## src/shared/sfg_defs.svh

```systemverilog
`ifndef SFG_DEFS_SVH
`define SFG_DEFS_SVH

// ****************************************
// host register map (byte addresses, low 8 bits)
// ****************************************
`define SFG_CTRL 8'h00
`define SFG_ARG 8'h04
`define SFG_CFG 8'h08
`define SFG_STAT 8'h0c
`define SFG_BLK_BASE 2'b01

// ****************************************
// field positions
// ****************************************
`define SFG_GO_BIT 0
`define SFG_MODE_BIT 1
`define SFG_CFG_UHS2_BIT 0
`define SFG_CFG_VDD1_BIT 1
`define SFG_ST_BUSY_BIT 0
`define SFG_ST_DONE_BIT 1
`define SFG_ST_ERR_BIT 2

// ****************************************
// reset values and counts
// ****************************************
`define SFG_ARG_RST 24'hffffff
`define SFG_SEL_RST 24'h000000
`define SFG_LAST_WORD 5'h1f
`define SFG_KEEP 4'hf

// ****************************************
// current figures in ma at 3.6v
// ****************************************
`define SFG_SPD0_MA 16'h0064
`define SFG_SPD1_MA 16'h00c8
`define SFG_SPD2_MA 16'h0190
`define SFG_SPD3_MA 16'h01f4
`define SFG_SPD4_MA 16'h01c2
`define SFG_UHS2_MA 16'h0190
`define SFG_CMDSYS_MA 16'h0032
`define SFG_LIM0_MA 16'h00c8
`define SFG_LIM1_MA 16'h0190
`define SFG_LIM2_MA 16'h0258
`define SFG_LIM3_MA 16'h0320
`define SFG_LIM4_MA 16'h01f4

`endif

```

## src/shared/sfg_pkg.sv

```systemverilog
package sfg_pkg;

	typedef enum logic [1:0] {
		CS_IDLE = 2'b01,
		CS_SEND = 2'b10
	} sfg_card_st_t;

	typedef enum logic [2:0] {
		HS_IDLE = 3'b001,
		HS_CMD = 3'b010,
		HS_RECV = 3'b100
	} sfg_host_st_t;

	typedef struct packed {
		sfg_card_st_t st;
		logic [5:0][3:0] sel;
		logic [511:0] blk;
		logic [4:0] cnt;
		logic rdy;
		logic dvld;
		logic last;
		logic [3:0] drv;
		logic [3:0] eff;
		logic ext;
		logic fen;
	} sfg_card_s_t;

	typedef struct packed {
		sfg_host_st_t st;
		logic [1:0] cfg;
		logic [23:0] arg;
		logic mode;
		logic busy;
		logic done;
		logic err;
		logic [511:0] blk;
		logic cmd_vld;
		logic [31:0] hrdata;
		logic rdy;
		logic wr_pend;
		logic [7:0] wr_addr;
	} sfg_host_s_t;

endpackage

```

## src/shared/sfg_link_if.sv

```systemverilog
`timescale 1ns/1ps
interface sfg_link_if;
	logic cmd_vld;
	logic cmd_mode;
	logic [23:0] cmd_arg;
	logic cmd_rdy;
	logic dat_vld;
	logic [15:0] dat;
	logic dat_last;

	modport card (
		input cmd_vld, cmd_mode, cmd_arg,
		output cmd_rdy, dat_vld, dat, dat_last
	);

	modport host (
		output cmd_vld, cmd_mode, cmd_arg,
		input cmd_rdy, dat_vld, dat, dat_last
	);
endinterface

```

## src/design/sfg_sync.sv

```systemverilog
`timescale 1ns/1ps
module sfg_sync #(
	parameter int W = 1
) (
	// clock and reset
	input wire logic hclk,
	input wire logic hresetn,
	// data
	input wire logic [W-1:0] d,
	output logic [W-1:0] q
);
	logic [W-1:0] meta_ff;

	always_ff @(posedge hclk or negedge hresetn) begin
		if (!hresetn) begin
			meta_ff <= '0;
			q <= '0;
		end else begin
			meta_ff <= d;
			q <= meta_ff;
		end
	end
endmodule

```

## src/design/sfg_card.sv

```systemverilog
// Function
// - 3.3V signalling offers speed functions 0,1 only
// - 1.8V signalling maps SDR/DDR onto functions 0-4
// - command system governs extended commands 34-37,50,57
// - driver strength acts only under 1.8V signalling
// - power limit starts at function 0, 0.72W
// - underpowered function disabled; others run 0.72W
// - F0, FF supported, F5-FE not; X shared
// - 3.0x card: X zero, UHS F4 zero
// - UHS-I card clamps to 1.44W level
// - power limits 2,3 banned in UHS-II
// - first-rail-only host selects limit 0 or 1
// - UHS-I host raises limit after fast speeds
// - UHS-II host raises limit after initialisation
// - UHS-II ignores groups 1,3; 2 optional; 4 mandatory
// - status block always 512 bits
// - top field holds total maximum current
// - check ignores limit; set honours limit
// - host checks current before set
// - reported current covers newly added functions
// - limit functions 0-4 encode five power levels
// - 0xF keeps function; invalid answers 0xF
// - current field n mA; zero means error
`timescale 1ns/1ps
`include "sfg_defs.svh"
module sfg_card (
	// clock and reset
	input wire logic hclk,
	input wire logic hresetn,
	// link to host
	sfg_link_if.card lnk,
	// card straps, asynchronous
	input wire logic sig_1v8,
	input wire logic uhs2_mode,
	input wire logic compliant_30,
	input wire logic x_value,
	input wire logic grp2_uhs2,
	// card core, same clock
	input wire logic card_reset,
	input wire logic [5:0] cmd_index,
	input wire logic [3:0] fn_need,
	// selected functions
	output logic [3:0] bus_speed,
	output logic [3:0] cmd_sys,
	output logic [3:0] drv_strength,
	output logic [3:0] pwr_limit,
	output logic [3:0] pwr_eff,
	output logic ext_cmd_route,
	output logic fn_enabled
);
	// ****************************************
	// decode helpers
	// ****************************************
	function automatic logic [15:0] sup_bits(
		input logic [2:0] gi,
		input logic s18,
		input logic u2,
		input logic v30,
		input logic xv,
		input logic g2
	);
		logic [15:0] b;
		b = 16'h8001;
		if (gi < 3'h4) begin
			if (s18 || u2) begin
				b[4:1] = {~v30, 3'h7};
			end else if (!v30) begin
				b[4:1] = {4{xv}};
			end
			if (gi == 3'h0 && !s18 && !u2) begin
				b[4:2] = 3'h0;
			end
			if (gi == 3'h1) begin
				b[2] = 1'b0;
			end
			if (gi == 3'h2) begin
				b[4] = 1'b0;
			end
			if (u2 && (gi == 3'h0 || gi == 3'h2)) begin
				b[4:1] = 4'h0;
			end
			if (u2 && gi == 3'h1 && !g2) begin
				b[4:1] = 4'h0;
			end
			if (u2 && gi == 3'h3) begin
				b[3:2] = 2'h0;
			end
		end
		return b;
	endfunction

	function automatic logic [15:0] lim_ma(input logic [3:0] f);
		case (f)
			4'h0: lim_ma = `SFG_LIM0_MA;
			4'h1: lim_ma = `SFG_LIM1_MA;
			4'h2: lim_ma = `SFG_LIM2_MA;
			4'h3: lim_ma = `SFG_LIM3_MA;
			4'h4: lim_ma = `SFG_LIM4_MA;
			default: lim_ma = `SFG_LIM0_MA;
		endcase
	endfunction

	function automatic logic [15:0] spd_ma(input logic [3:0] f);
		case (f)
			4'h0: spd_ma = `SFG_SPD0_MA;
			4'h1: spd_ma = `SFG_SPD1_MA;
			4'h2: spd_ma = `SFG_SPD2_MA;
			4'h3: spd_ma = `SFG_SPD3_MA;
			4'h4: spd_ma = `SFG_SPD4_MA;
			default: spd_ma = `SFG_SPD0_MA;
		endcase
	endfunction

	// a uhs-i card never exceeds the 1.44w level, whatever is granted
	function automatic logic [3:0] eff_lim(input logic [3:0] f, input logic u2);
		if (!u2 && f > 4'h1 && f < 4'h5) begin
			eff_lim = 4'h1;
		end else begin
			eff_lim = f;
		end
	endfunction

	function automatic logic is_ext(input logic [5:0] idx);
		is_ext = (idx >= 6'h22 && idx <= 6'h25) || idx == 6'h32 || idx == 6'h39;
	endfunction

	// ****************************************
	// strap synchroniser
	// ****************************************
	logic [4:0] strap;
	logic s18;
	logic u2;
	logic v30;
	logic xv;
	logic g2;

	sfg_sync #(.W(5)) u_sync (
		.hclk(hclk),
		.hresetn(hresetn),
		.d({sig_1v8, uhs2_mode, compliant_30, x_value, grp2_uhs2}),
		.q(strap)
	);

	assign {s18, u2, v30, xv, g2} = strap;

	// ****************************************
	// state
	// ****************************************
	sfg_pkg::sfg_card_s_t s_ff;
	sfg_pkg::sfg_card_s_t nxt_s;
	logic [5:0][3:0] tgt;
	logic [5:0][15:0] sup;
	logic ok;
	logic ign;
	logic [3:0] t;
	logic [15:0] base;
	logic [15:0] lm;
	logic [15:0] ma;
	logic [23:0] res;

	always_comb begin
		nxt_s = s_ff;
		ok = 1'b1;
		ign = 1'b0;
		t = 4'h0;
		tgt = s_ff.sel;
		sup = '0;
		for (int gi = 0; gi < 6; gi++) begin
			sup[gi] = sup_bits(3'(gi), s18, u2, v30, xv, g2);
			t = lnk.cmd_arg[4*gi +: 4];
			ign = u2 && (gi == 0 || gi == 2);
			if (t == `SFG_KEEP || ign) begin
				t = s_ff.sel[gi];
			end
			// an ignored group keeps its function and can never fail the command
			ok = ok & (sup[gi][t] | ign);
			tgt[gi] = t;
		end
		// current covers the added functions; defaults stay in the csd fields
		base = u2 ? `SFG_UHS2_MA : spd_ma(tgt[0]);
		if (tgt[1] != 4'h0) begin
			base = base + `SFG_CMDSYS_MA;
		end
		lm = lim_ma(eff_lim(tgt[3], u2));
		ma = base;
		if (lnk.cmd_mode && base > lm) begin
			ma = lm;
		end
		if (!ok) begin
			ma = 16'h0000;
		end
		res = ok ? tgt : 24'hffffff;
		case (s_ff.st)
			sfg_pkg::CS_IDLE: begin
				if (lnk.cmd_vld) begin
					nxt_s.blk = {ma, sup[5], sup[4], sup[3], sup[2], sup[1], sup[0],
						res, 376'h0};
					if (lnk.cmd_mode && ok) begin
						nxt_s.sel = tgt;
					end
					nxt_s.st = sfg_pkg::CS_SEND;
					nxt_s.rdy = 1'b0;
					nxt_s.dvld = 1'b1;
					nxt_s.cnt = 5'h00;
					nxt_s.last = 1'b0;
				end
			end
			sfg_pkg::CS_SEND: begin
				if (s_ff.cnt == `SFG_LAST_WORD) begin
					nxt_s.st = sfg_pkg::CS_IDLE;
					nxt_s.rdy = 1'b1;
					nxt_s.dvld = 1'b0;
					nxt_s.last = 1'b0;
				end else begin
					nxt_s.blk = {s_ff.blk[495:0], 16'h0000};
					nxt_s.cnt = s_ff.cnt + 5'h01;
					nxt_s.last = (s_ff.cnt == `SFG_LAST_WORD - 5'h01);
				end
			end
			default: begin
				nxt_s.st = sfg_pkg::CS_IDLE;
				nxt_s.rdy = 1'b1;
				nxt_s.dvld = 1'b0;
			end
		endcase
		if (card_reset) begin
			nxt_s.sel = `SFG_SEL_RST;
		end
		nxt_s.drv = s18 ? s_ff.sel[2] : 4'h0;
		nxt_s.eff = eff_lim(s_ff.sel[3], u2);
		nxt_s.ext = (s_ff.sel[1] != 4'h0) && is_ext(cmd_index);
		// functions without an enable method are sized for limit 0 by design
		nxt_s.fen = lim_ma(eff_lim(s_ff.sel[3], u2)) >= lim_ma(fn_need);
	end

	always_ff @(posedge hclk or negedge hresetn) begin
		if (!hresetn) begin
			s_ff.st <= sfg_pkg::CS_IDLE;
			s_ff.sel <= `SFG_SEL_RST;
			s_ff.blk <= '0;
			s_ff.cnt <= 5'h00;
			s_ff.rdy <= 1'b1;
			s_ff.dvld <= 1'b0;
			s_ff.last <= 1'b0;
			s_ff.drv <= 4'h0;
			s_ff.eff <= 4'h0;
			s_ff.ext <= 1'b0;
			s_ff.fen <= 1'b1;
		end else begin
			s_ff <= nxt_s;
		end
	end

	// ****************************************
	// outputs
	// ****************************************
	assign lnk.cmd_rdy = s_ff.rdy;
	assign lnk.dat_vld = s_ff.dvld;
	assign lnk.dat = s_ff.blk[511:496];
	assign lnk.dat_last = s_ff.last;
	assign bus_speed = s_ff.sel[0];
	assign cmd_sys = s_ff.sel[1];
	assign drv_strength = s_ff.drv;
	assign pwr_limit = s_ff.sel[3];
	assign pwr_eff = s_ff.eff;
	assign ext_cmd_route = s_ff.ext;
	assign fn_enabled = s_ff.fen;
endmodule

```

## src/flat_wrapper.sv

```systemverilog
// flat-port wrapper written by rule: the top's interface ports become plain ports
module sfg_card_flat 
  (hclk, hresetn, sig_1v8, uhs2_mode, compliant_30, x_value, grp2_uhs2, card_reset, cmd_index, fn_need, bus_speed, cmd_sys, drv_strength, pwr_limit, pwr_eff, ext_cmd_route, fn_enabled, lnk_cmd_vld, lnk_cmd_mode, lnk_cmd_arg, lnk_cmd_rdy, lnk_dat_vld, lnk_dat, lnk_dat_last);
  sfg_link_if lnk_i ();
  input wire logic hclk;
  input wire logic hresetn;
  input wire logic sig_1v8;
  input wire logic uhs2_mode;
  input wire logic compliant_30;
  input wire logic x_value;
  input wire logic grp2_uhs2;
  input wire logic card_reset;
  input wire logic [5:0] cmd_index;
  input wire logic [3:0] fn_need;
  output logic [3:0] bus_speed;
  output logic [3:0] cmd_sys;
  output logic [3:0] drv_strength;
  output logic [3:0] pwr_limit;
  output logic [3:0] pwr_eff;
  output logic ext_cmd_route;
  output logic fn_enabled;
  input wire logic [$bits(lnk_i.cmd_vld)-1:0] lnk_cmd_vld;
  input wire logic [$bits(lnk_i.cmd_mode)-1:0] lnk_cmd_mode;
  input wire logic [$bits(lnk_i.cmd_arg)-1:0] lnk_cmd_arg;
  output wire logic [$bits(lnk_i.cmd_rdy)-1:0] lnk_cmd_rdy;
  output wire logic [$bits(lnk_i.dat_vld)-1:0] lnk_dat_vld;
  output wire logic [$bits(lnk_i.dat)-1:0] lnk_dat;
  output wire logic [$bits(lnk_i.dat_last)-1:0] lnk_dat_last;
  assign lnk_i.cmd_vld = lnk_cmd_vld;
  assign lnk_i.cmd_mode = lnk_cmd_mode;
  assign lnk_i.cmd_arg = lnk_cmd_arg;
  assign lnk_cmd_rdy = lnk_i.cmd_rdy;
  assign lnk_dat_vld = lnk_i.dat_vld;
  assign lnk_dat = lnk_i.dat;
  assign lnk_dat_last = lnk_i.dat_last;
  sfg_card u_core (.hclk(hclk), .hresetn(hresetn), .lnk(lnk_i), .sig_1v8(sig_1v8), .uhs2_mode(uhs2_mode), .compliant_30(compliant_30), .x_value(x_value), .grp2_uhs2(grp2_uhs2), .card_reset(card_reset), .cmd_index(cmd_index), .fn_need(fn_need), .bus_speed(bus_speed), .cmd_sys(cmd_sys), .drv_strength(drv_strength), .pwr_limit(pwr_limit), .pwr_eff(pwr_eff), .ext_cmd_route(ext_cmd_route), .fn_enabled(fn_enabled));
endmodule
```

## config.mk

```make
export PLATFORM = sky130hd
export DESIGN_NAME = sfg_card_flat
export DESIGN_NICKNAME = d
export VERILOG_FILES = /design/src/shared/sfg_pkg.sv /design/src/shared/sfg_link_if.sv /design/src/design/sfg_sync.sv /design/src/design/sfg_card.sv /design/src/flat_wrapper.sv
export VERILOG_INCLUDE_DIRS = /design/src /design/src/shared
export SDC_FILE = /design/constraint.sdc
export NUM_CORES = 1
export LEC_CHECK = 0
export ABC_AREA = 1
export BUFFER_PORTS_ARGS = -buffer_cell sky130_fd_sc_hd__buf_2
export CAP_MARGIN = 20
export CORE_MARGIN = 2
export CORE_UTILIZATION = 50
export CTS_CLUSTER_SIZE = 20
export DETAILED_ROUTE_END_ITERATION = 8
export GPL_TIMING_DRIVEN = 0
export PLACE_DENSITY = 0.77
export SYNTH_ARGS = -nofsm -noshare
export SYNTH_HDL_FRONTEND = slang
export SYNTH_SLANG_ARGS = --single-unit
export TNS_END_PERCENT = 10
```

## constraint.sdc

```tcl
create_clock -name hclk -period 3.6 [get_ports hclk]
set_clock_uncertainty 0.2 [all_clocks]
set_input_delay 0.72 -clock hclk [delete_from_list [all_inputs] [get_ports hclk]]
set_output_delay 0.72 -clock hclk [all_outputs]
set_load 0.005 [all_outputs]
```

; Word level (Yosys, flattened, before mapping)
; Memory sizes are Yosys's and may differ from the RTL's.
; Cells that the tools add are included.
[totals]
mem_bits_ro = 32
wordCells = 150
mem_count = 2
out_inout_bits = 41
in_bits = 44
register_bits = 566
[mem_list]
columns = name, depth, word_bits, rd, rd_clocked_by_memory_dff, write_ports, line
row1 = (no name shown), 16, 1, 1, 0, 0, sfg_card.sv:176  ; ok = ok & (sup[gi][t] | ign);
row2 = (no name shown), 16, 1, 1, 0, 0, sfg_card.sv:176
[op_classes]
n_eq_ne = 31
muxes = 47
bitwise = 8
n_lt_le_gt_ge = 14
add_sub_neg = 2
n_reduce_logical = 28
[ops]
columns = op, n
row1 = $pmux W517 S2, 1
row2 = $mux W546, 1
row3 = $mux W517, 1
row4 = $pmux W10 S4, 3
row5 = $mux W24, 4
row6 = $mux W4, 13
row7 = $mux W16, 3
row8 = $pmux W9 S4, 1
row9 = $eq A4 B2 Y1 const B, 8
row10 = $lt A4 B5 Y1 const B, 6
row11 = $eq A4 B4 Y1 const B, 6
row12 = $add A16 B6 Y16 const B, 1
row13 = $bmux W1 S4, 4
row14 = $eq A4 B1 Y1 const B, 4
row15 = $eq A4 B3 Y1 const B, 4
row16 = $gt A16 B10 Y1, 1
row17 = $eq A6 B6 Y1 const B, 2
row18 = $eq A5 B5 Y1 const B, 2
row19 = $ge A10 B10 Y1, 1
row20 = $logic_and A1 B1 Y1, 10
row21 = $mux W9, 1
row22 = $gt A4 B1 Y1 const B, 2
row23 = $lt A4 B3 Y1 const B, 2
row24 = $pmux W2 S2, 2
row25 = other kinds (20), 47

; Logic depth before layout (Yosys ltp)
; Gate-level depths: netlist of run 1.
[logic_depth]
depth_word = 17
depth_mapped = 27
depth_no_buf = 26

; Cells and area by module
; A second synthesis of run 1 with hierarchy kept.
[hier_totals]
hier_cells = 1158
area_unflattened_um2 = 9519.1
[modules_own_cells]
columns = mod, instances, area_per_inst_um2, seq_area_each_um2, cells_each
row1 = sfg_card, 1, 9268.9, 4456.8, 1148
row2 = sfg_sync, 1, 250.2, 250.2, 10

; Worst setup path after synthesis of run 1
; Ideal clock, no wire load.
[synth_path]
path_type = input-to-reg
start = input lnk_cmd_arg[2]
end = register u_core.s_ff, in the netlist u_core.lnk.dat[8]
path_buffers = 1
setup_ns = 0.122
stages = 25
required_time_ns = 3.278
arrival_time_ns = 3.643
setup_slack_ns = -0.365
path_cell_list = nand2_1 o21ai_4 nand2_1 nand2_1 nand2_1 nor2_1 inv_1 nand2_1 nand2_1 ha_1 inv_1 nor2_1 o21ai_0 nand2_1 ha_1 a21oi_1 o221ai_1 nand2_1 a21boi_0 nand2_2 buf_6 nor2_1 nor2_2 nand2_1 a21oi_1
[synth_between]
elab_chain_len = 14
elab_cells_between_ends = 25
classes_between = add/sub: 1 / order compare: 1 / eq/ne: 5 / mux: 10 / bitwise: 6 / reduce/logical: 2
[synth_rtl]
columns = item, line
row1 = start: declaration, flat_wrapper.sv:24  ; input wire logic [$bits(lnk_i.cmd_arg)-1:0] lnk_cmd_arg;
row2 = $eq A4 B4 Y1 (no source line), n/a
row3 = $logic_or A1 B1 Y1, sfg_card.sv:172  ; if (t == `SFG_KEEP || ign) begin
row4 = $mux W4 (*), sfg_card.sv:172
row5 = $eq A4 B3 Y1 (tied with other cells), sfg_card.sv:104  ; case (f)
row6 = $pmux W9 S4 or $mux W1 (tied branches), "sfg_card.sv:104, sfg_card.sv:176"
row7 = $mux W9 or $or A1 B1 Y1 (tied branches), "sfg_card.sv:180, sfg_card.sv:176"
row8 = $add A16 B6 Y16 (no source line) or $and A1 B1 Y1 (tied branches), n/a
row9 = $mux W16 or $and A1 B1 Y1 (tied branches), "sfg_card.sv:181, sfg_card.sv:176"
row10 = $gt A16 B10 Y1 or $and A1 B1 Y1 (tied branches), "sfg_card.sv:186, sfg_card.sv:176"
row11 = $logic_and A1 B1 Y1 or $and A1 B1 Y1 (tied branches), "sfg_card.sv:186, sfg_card.sv:176"
row12 = $mux W16 or $and A1 B1 Y1 (tied branches), "sfg_card.sv:186, sfg_card.sv:176"
row13 = $mux W16 (*), sfg_card.sv:189  ; if (!ok) begin
row14 = $mux W546 (*), sfg_card.sv:195  ; if (lnk.cmd_vld) begin
row15 = $pmux W517 S2 (*), sfg_card.sv:193  ; case (s_ff.st)
row16 = end signal: assignment, sfg_card.sv:250  ; s_ff <= nxt_s;
row17 = end: declaration, sfg_card.sv:149  ; sfg_pkg::sfg_card_s_t s_ff;
; Mark *: on every way between the ends. The rest lies on a longest branch, timed or not. The select of a mux whose other input is x is not followed.
; A chain may end at the register's enable or synchronous reset.

; Final worst setup path of run 1
[layout_path]
start = input lnk_cmd_arg[3]
end = register u_core.s_ff, in the netlist u_core.lnk.dat[3]
; The elaborated chain is that of the path after synthesis.

==> results of run 1 <==
## cells in the final DEF (no fill, tap or decap), drive strengths merged, types with 2 or more instances in the layout
master / synthesis / final
o211ai: 2 / 2
a21boi: 2 / 2
o21ai: 129 / 129
nor2: 116 / 116
ha: 20 / 20
nand2: 251 / 251
o31ai: 41 / 41
dfrtp: 186 / 186
o22a: 3 / 3
nand3b: 2 / 2
nor3: 11 / 11
or2: 5 / 5
clkinv: 2 / 7
a31oi: 8 / 8
clkbuf: 30 / 53
nand3: 69 / 69
nand4: 13 / 13
a21oi: 36 / 36
buf: 60 / 162
inv: 154 / 157
dfstp: 2 / 2
o22ai: 6 / 6
## through the flow
step	hold slack (ns)	cells
2_1_floorplan	0.1312	1156
3_3_place_gp	0.1328	1474
3_5_place_dp	0.1347	1475
4_1_cts	0.1169	1518
5_1_grt	0.1287	1524
6_report	0.05715	1524
## Yosys cell counts (3+ instances only)
master / n / area [um2]
nand2_1: 246 / 923.4
dfrtp_1: 186 / 4654
inv_1: 143 / 536.8
o21ai_0: 114 / 570.6
nor2_1: 110 / 412.9
nand3_1: 67 / 335.3
o31ai_1: 41 / 307.8
buf_4: 37 / 277.8
a21oi_1: 34 / 170.2
clkbuf_1: 30 / 112.6
ha_1: 20 / 250.2
buf_2: 15 / 75.07
nand4_1: 12 / 75.07
o21ai_1: 12 / 60.06
inv_2: 11 / 41.29
nor3_1: 9 / 45.04
a31oi_1: 8 / 50.05
nor2_2: 6 / 37.54
o22ai_1: 6 / 37.54
nand2_2: 5 / 31.28
buf_1: 4 / 15.01
buf_6: 4 / 45.04
o22a_1: 3 / 26.28
or2_2: 3 / 18.77
## critical path, cell delays in order
cell	delay, ns
buf_2	0.11
nand2_2	0.08
o21ai_4	0.24
buf_4	0.16
nand2_1	0.05
nand2_2	0.07
nand2_1	0.06
nor2_2	0.16
nor2_2	0.07
nand2_2	0.09
nand2_4	0.06
ha_4	0.16
inv_2	0.07
nor2_4	0.05
o21ai_2	0.16
nand2_2	0.09
ha_4	0.27
nand4_1	0.09
o221ai_2	0.17
nand2_1	0.09
a21boi_2	0.19
nand2_2	0.10
buf_4	0.16
nand2_1	0.07
nand3_2	0.09
a21oi_2	0.14
## layout make-up
type                    instances  area share [%]
clock inverters                 9          0.7554
plain buffers                  90           4.791
clock buffers                  23           4.397
repair buffers                102           5.344
inverters                     156           5.321
flip-flops and latches        188           42.42
well taps                     234           2.638
multi-input cells             722           34.33
## registers in the layout, indices dropped and copies added (netlist names)
name                   flops
u_core.pwr_limit           4
u_core.lnk.dat_vld         1
u_core.drv_strength        4
u_core.s_ff              138
u_core.lnk.dat_last        1
u_core.ext_cmd_route       1
u_core.pwr_eff             4
u_core.u_sync.meta_ff      5
u_core.lnk.dat            16
u_core.u_sync.q            5
u_core.cmd_sys             4
u_core.bus_speed           4
u_core.fn_enabled          1
## logic make-up after synthesis
family	after synthesis	synth area share, %
buffers and inverters	246	11.80
AO/OA/AOI/OAI	232	14.40
flip-flops	188	49.99
AND/OR/NAND/NOR	469	21.06
adder cells (fa/ha/maj)	20	2.657
XOR/XNOR	1	0.09303
## timing repair
item / in CTS / in global routing
setup buffers: 11 / 5
gates cloned: 0 / 1
endpoints found under the setup margin: 9 / 9
resized for setup: 11 / 39
hold buffers: 0 / 0
pin swaps: 13 / 20
## report_power, final
group	internal, uW	total [uW]	leakage, uW	switching [uW]
Combinational	651	2010	0.00291	1360
Clock	1030	1840	0.000289	806
Sequential	2550	2740	0.00244	191
## layer usage
metal  GRT usage, %  wire, um  vias up  share of wire, %
met3          5.333      1396       32               6.0
li1               -         -     3953                 -
met4          6.474       381        0               1.6
met1          31.25      9845     3834                43
met2          41.85     11530      276                50
met5              0         0        -                 0
## path summary, 6_finish.rpt
check | start | to | depth (start not counted)
max | lnk_cmd_arg[3] | u_core.lnk.dat[3]$_DFFE_PN0P_ | 26
min | hresetn | u_core.s_ff[478]$_DFFE_PN0P_ | 1
max reg2reg | u_core.u_sync.q[3]$_DFF_PN0_ | u_core.lnk.dat[3]$_DFFE_PN0P_ | 23
min reg2reg | u_core.u_sync.meta_ff[0]$_DFF_PN0_ | u_core.u_sync.q[0]$_DFF_PN0_ | 0
max in group asynchronous | hresetn | u_core.u_sync.q[3]$_DFF_PN0_ | 2
min in group hclk | u_core.u_sync.meta_ff[0]$_DFF_PN0_ | u_core.u_sync.q[0]$_DFF_PN0_ | 0
==> out/qor.yml, run 1 <==
outcome: "finished, violations left"
violations: "negative setup slack"
cap_violations: 0
grt_max_degree: 102
power_uw: 6590
syn_nets: 1220
synth-edff-count: 0
fp.dieW_um: 141.2
synthCells: 1156
cts_tree: "yes"
synth_top_flop_cell: "dfrtp_1"
setup_viol: 2
pre_cts_ws_ns: -0.7771
die_height_um: 141.2
design_area_mm2: 0.01110
asyncSetResetFlopFracSynth_pct: 100.0
grt_pass1_wl_um: 38670
post_dp_cell_area_mm2: 0.01022
critical_path_peak_fanout: 7
ys_ff_latch: 188
wl_um: 23160
nets: 1341
num_rows: 50
n_antenna_cell: 0
p_per_area_mw_per_mm2: 593.8
cts_buffers: 17
multi_input_area_mm2: 0.003810
fin_crit_sh_pct: 100.0
via_per_inst: 5.312
grt_setup_unrepaired: "yes"
dr.pass1.iters: 5
globalplace.congestion: 0.8756
ant_nets: 0
period_needed_ns: 3.601
boundaryPins: 85
first_global_vias: 7982
grt.overflow.total: 0
drcViolationCount: 0
tightest_slew_ns: 0.6817
postLayoutCoreUtil_pct: 59.73
wl_per_cell_um: 15.20
maxSlewHeadroom_pct: 54.55
yosysWarnings: 0
slew_viol_final: 0
drive_gt1_share_pct: 21.09
io_buffers: 84
drtIter0Drc: 622
hp-class: "in2async"
seq_area_frac_synth_pct: 49.99
fill_cells: 1561
setup_tns_ns: -0.0007514
seq_area_mm2: 0.004708
clock_latency_ns: 0.44
grt_usage_pct: 24.32
r2r_slack_ns: 0.03
dpl.hpwl_um: 16680
worstSetupStartpointType: "input pin"
p_leak_uw: 0.005638
hold_violations: 0
syn_area_mm2: 0.009417
ir_drop_v: 0.0004435
cts_root_buf: "clkbuf_16"
start_util_pct: 50.68
ys_types: 46
layout_setup_ws_ns: -0.0005609
htree_num_levels: 4
path_clk_slew_ns: 0.06
end_kind: "flop"
vias: 8095
die_area_mm2: 0.01995
arrival_ns: 3.77
avgSynthCellArea_um2: 8.146
required_ns: 3.77
setup.worst_path.class: "in2reg"
coreArea_mm2: 0.01858
fmax_mhz: 277.7
antenna_found_initial: 0
cts_sinks: 188
synthToLayoutAreaGrowth_pct: 17.86
cts.path.max_buffers: 2
Note: power is estimated with default switching activity, not from simulation.
==> inputs of run 2 (changes only) <==
Settings changed: ABC_AREA 1 to unset, PLACE_DENSITY 0.77 to 0.76.
==> run 2 against run 1 <==
  * The run still ends with negative setup slack left
  * Combinational power fell by 11%
  * Die area rose by 1.1%
  * First-iteration DRC count fell by 13%
  * Area after synthesis rose by 1.2%
  * Largest cell class unchanged
  * Critical path type is now reg2reg
==> out/qor.yml, run 2 <==
outcome: "finished, violations left"
violations: "negative setup slack"
end_kind: "flop"
cts_sinks: 188
via_per_inst: 5.623
drcViolationCount: 0
fmax_mhz: 233.1
hp-class: "in2async"
slew_viol_final: 0
cts_root_buf: "clkbuf_16"
synth-edff-count: 0
setup.worst_path.class: "reg2reg"
grt_max_degree: 98
final_cell_mix: "nand2_1 (214), dfrtp_1 (186), nand3_1 (100), nor2_1 (93), buf_2 (83)"
num_rows: 50
worstSetupStartpointType: "flop"
nets: 1247
clock_latency_ns: 0.44
p_per_area_mw_per_mm2: 567.9
pre_cts_ws_ns: -1.358
syn_nets: 1135
regMostFlops: "u_core.s_ff"
io_buffers: 79
grt_setup_unrepaired: "yes"
avgSynthCellArea_um2: 8.896
synthTopCellsByCount: "nand2_1 (214), dfrtp_1 (186), nand3_1 (100), nor2_1 (93), a21oi_1 (66)"
dr.pass1.iters: 5
setup_viol: 9
fin_cells: 1429
globalplace.congestion: 0.9021
hold_violations: 0
yosysTopAreaCell: "dfrtp_1"
fp.dieW_um: 142.0
cts_tree: "yes"
ir_drop_v: 0.0004120
htree_num_levels: 4
final_common_cell: "nand2_1"
maxSlewHeadroom_pct: 51.67
die_area_mm2: 0.02018
asyncSetResetFlopFracSynth_pct: 100.0
wl_per_cell_um: 16.85
grt.overflow.total: 0
r2r_slack_ns: -0.69
ys_types: 72
synth_top_area_share_pct: 48.85
synth_top_flop_cell: "dfrtp_1"
yosysMostFrequentCell: "nand2_1"
drive_gt1_share_pct: 19.25
die_height_um: 142.0
largest_register_ffs: 138
rr_worst_depth: 18
cap_violations: 0
yosysWarnings: 0
coreArea_mm2: 0.01871
first_global_vias: 7853
worstReg2RegEnd: "u_core.lnk.dat[5]$_DFFE_PN0P_"
start_util_pct: 50.94
synthCells: 1071
hold_buffers: 0
grt_pass1_wl_um: 39360
required_ns: 3.73
synth_area_leaders: "dfrtp_1 (49%), nand2_1 (8.4%), nand3_1 (5.3%)"
path_clk_slew_ns: 0.07
p_leak_uw: 0.005444
synthToLayoutAreaGrowth_pct: 16.31
fin_crit_sh_pct: 119.2
critical_path_peak_fanout: 6
placedCellCount: 1385
seq_area_frac_synth_pct: 49.40
ant_nets: 0
vias: 8035
syn_area_mm2: 0.009528
period_needed_ns: 4.291
power_uw: 6293
boundaryPins: 85
tightest_slew_ns: 0.7194
hold_slack_ns: 0.1170
ys_ff_latch: 188
arrival_ns: 4.42
crit_start: "u_core.u_sync.q[3]$_DFF_PN0_"
cts.path.max_buffers: 2
wl_um: 24080
cts_buffers: 17
dpl.hpwl_um: 17090
r2r-start: "u_core.u_sync.q[3]$_DFF_PN0_"
layout_setup_ws_ns: -0.6908
antenna_found_initial: 0
crit_path_end: "u_core.lnk.dat[5]$_DFFE_PN0P_"
grt_usage_pct: 24.71
n_antenna_cell: 0
drtIter0Drc: 539
-- run 2: cell count changes in the layout (fill, tap and decap cells not counted), sizes merged, moves of 10 or more --
cell	delta
nand3	+31
nand2b	+11
nor2	-23
o31ai	-39
o21ai	-74
clkbuf	+16
a21oi	+32
and2	+12
inv	-132
nor3	+15
a21o	+10
nand2	-37
-- run 2: logic make-up after synthesis --
kind of cell	after synthesis	synth area share (%)
xor gates and xnor gates	11	1.011
buffers and inverters	130	7.170
DFF	188	49.40
AOI/OAI and AO/OA	206	14.43
adders and majority gates	20	2.626
muxes	11	1.261
and+or+nand+nor	505	24.10
-- run 2: worst min-delay path by stage --
stage	start	to	slack [ns]	cells past startpoint
4_1_cts	hresetn	u_core.lnk.dat[14]$_DFFE_PN0P_	0.15	1
2_1_floorplan	u_core.u_sync.meta_ff[0]$_DFF_PN0_	u_core.u_sync.q[0]$_DFF_PN0_	0.13	0
3_3_place_gp	u_core.u_sync.meta_ff[3]$_DFF_PN0_	u_core.u_sync.q[3]$_DFF_PN0_	0.13	0
6_report	hresetn	u_core.s_ff[512]$_DFFE_PN0P_	0.12	1
5_1_grt	u_core.u_sync.meta_ff[4]$_DFF_PN0_	u_core.u_sync.q[4]$_DFF_PN0_	0.16	0
3_5_place_dp	u_core.u_sync.meta_ff[4]$_DFF_PN0_	u_core.u_sync.q[4]$_DFF_PN0_	0.14	0
-- run 2: power by group --
group	internal, uW	switching (uW)
logic	596	1180
registers	2460	216
clock network	998	843
total	4050	2240
-- run 2: layout make-up --
class	count	area [um2]
buffer	109	631.9
clock buffer	20	456.7
clock inverter	11	108.9
fill	1649	7624
inverter	21	78.83
multi-input combinational	753	4275
sequential	188	4707
tap	234	292.8
timing repair buffer	93	530.5
-- run 2: metal layers --
| metal | vias to the layer above | track usage (%) | part of all wire (%) |
|---|---|---|---|
| met5 | - | 0 | 0 |
| met4 | 0 | 8.632 | 2.2 |
| met3 | 44 | 4.946 | 6.1 |
| met2 | 303 | 41.04 | 49 |
| met1 | 3813 | 32.41 | 43 |
| li1 | 3875 | - | - |
-- run 2: metrics by stage --
stage          setup TNS, ns  area [um2]  util, %
5_1_grt               -6.517       11080    59.24
3_3_place_gp         -268.30       10270    54.90
4_1_cts               -4.852       10970    58.64
6_report              -5.355       11080    59.24
3_5_place_dp          -10.85       10310    55.10
2_1_floorplan         -7.786        9582        -
-- run 2: critical path, cell delays in order, from the launching register on --
cell       delay [ns]
dfrtp_1          0.42
a41o_1           0.27
a21oi_4          0.22
mux2i_4          0.30
a2bb2oi_2        0.20
inv_2            0.08
ha_4             0.17
o221ai_4         0.06
a21oi_2          0.07
or3_4            0.34
o22a_1           0.29
ha_4             0.24
o21a_1           0.17
o2111ai_2        0.17
a21oi_2          0.07
o22ai_4          0.26
buf_4            0.17
mux2_4           0.33
a21o_1           0.16
-- run 2: what timing repair did --
action	4_1_cts	5_1_grt
buffers inserted	8	5
setup endpoints to repair	9	68
resized for setup	8	19
pin swaps	10	8
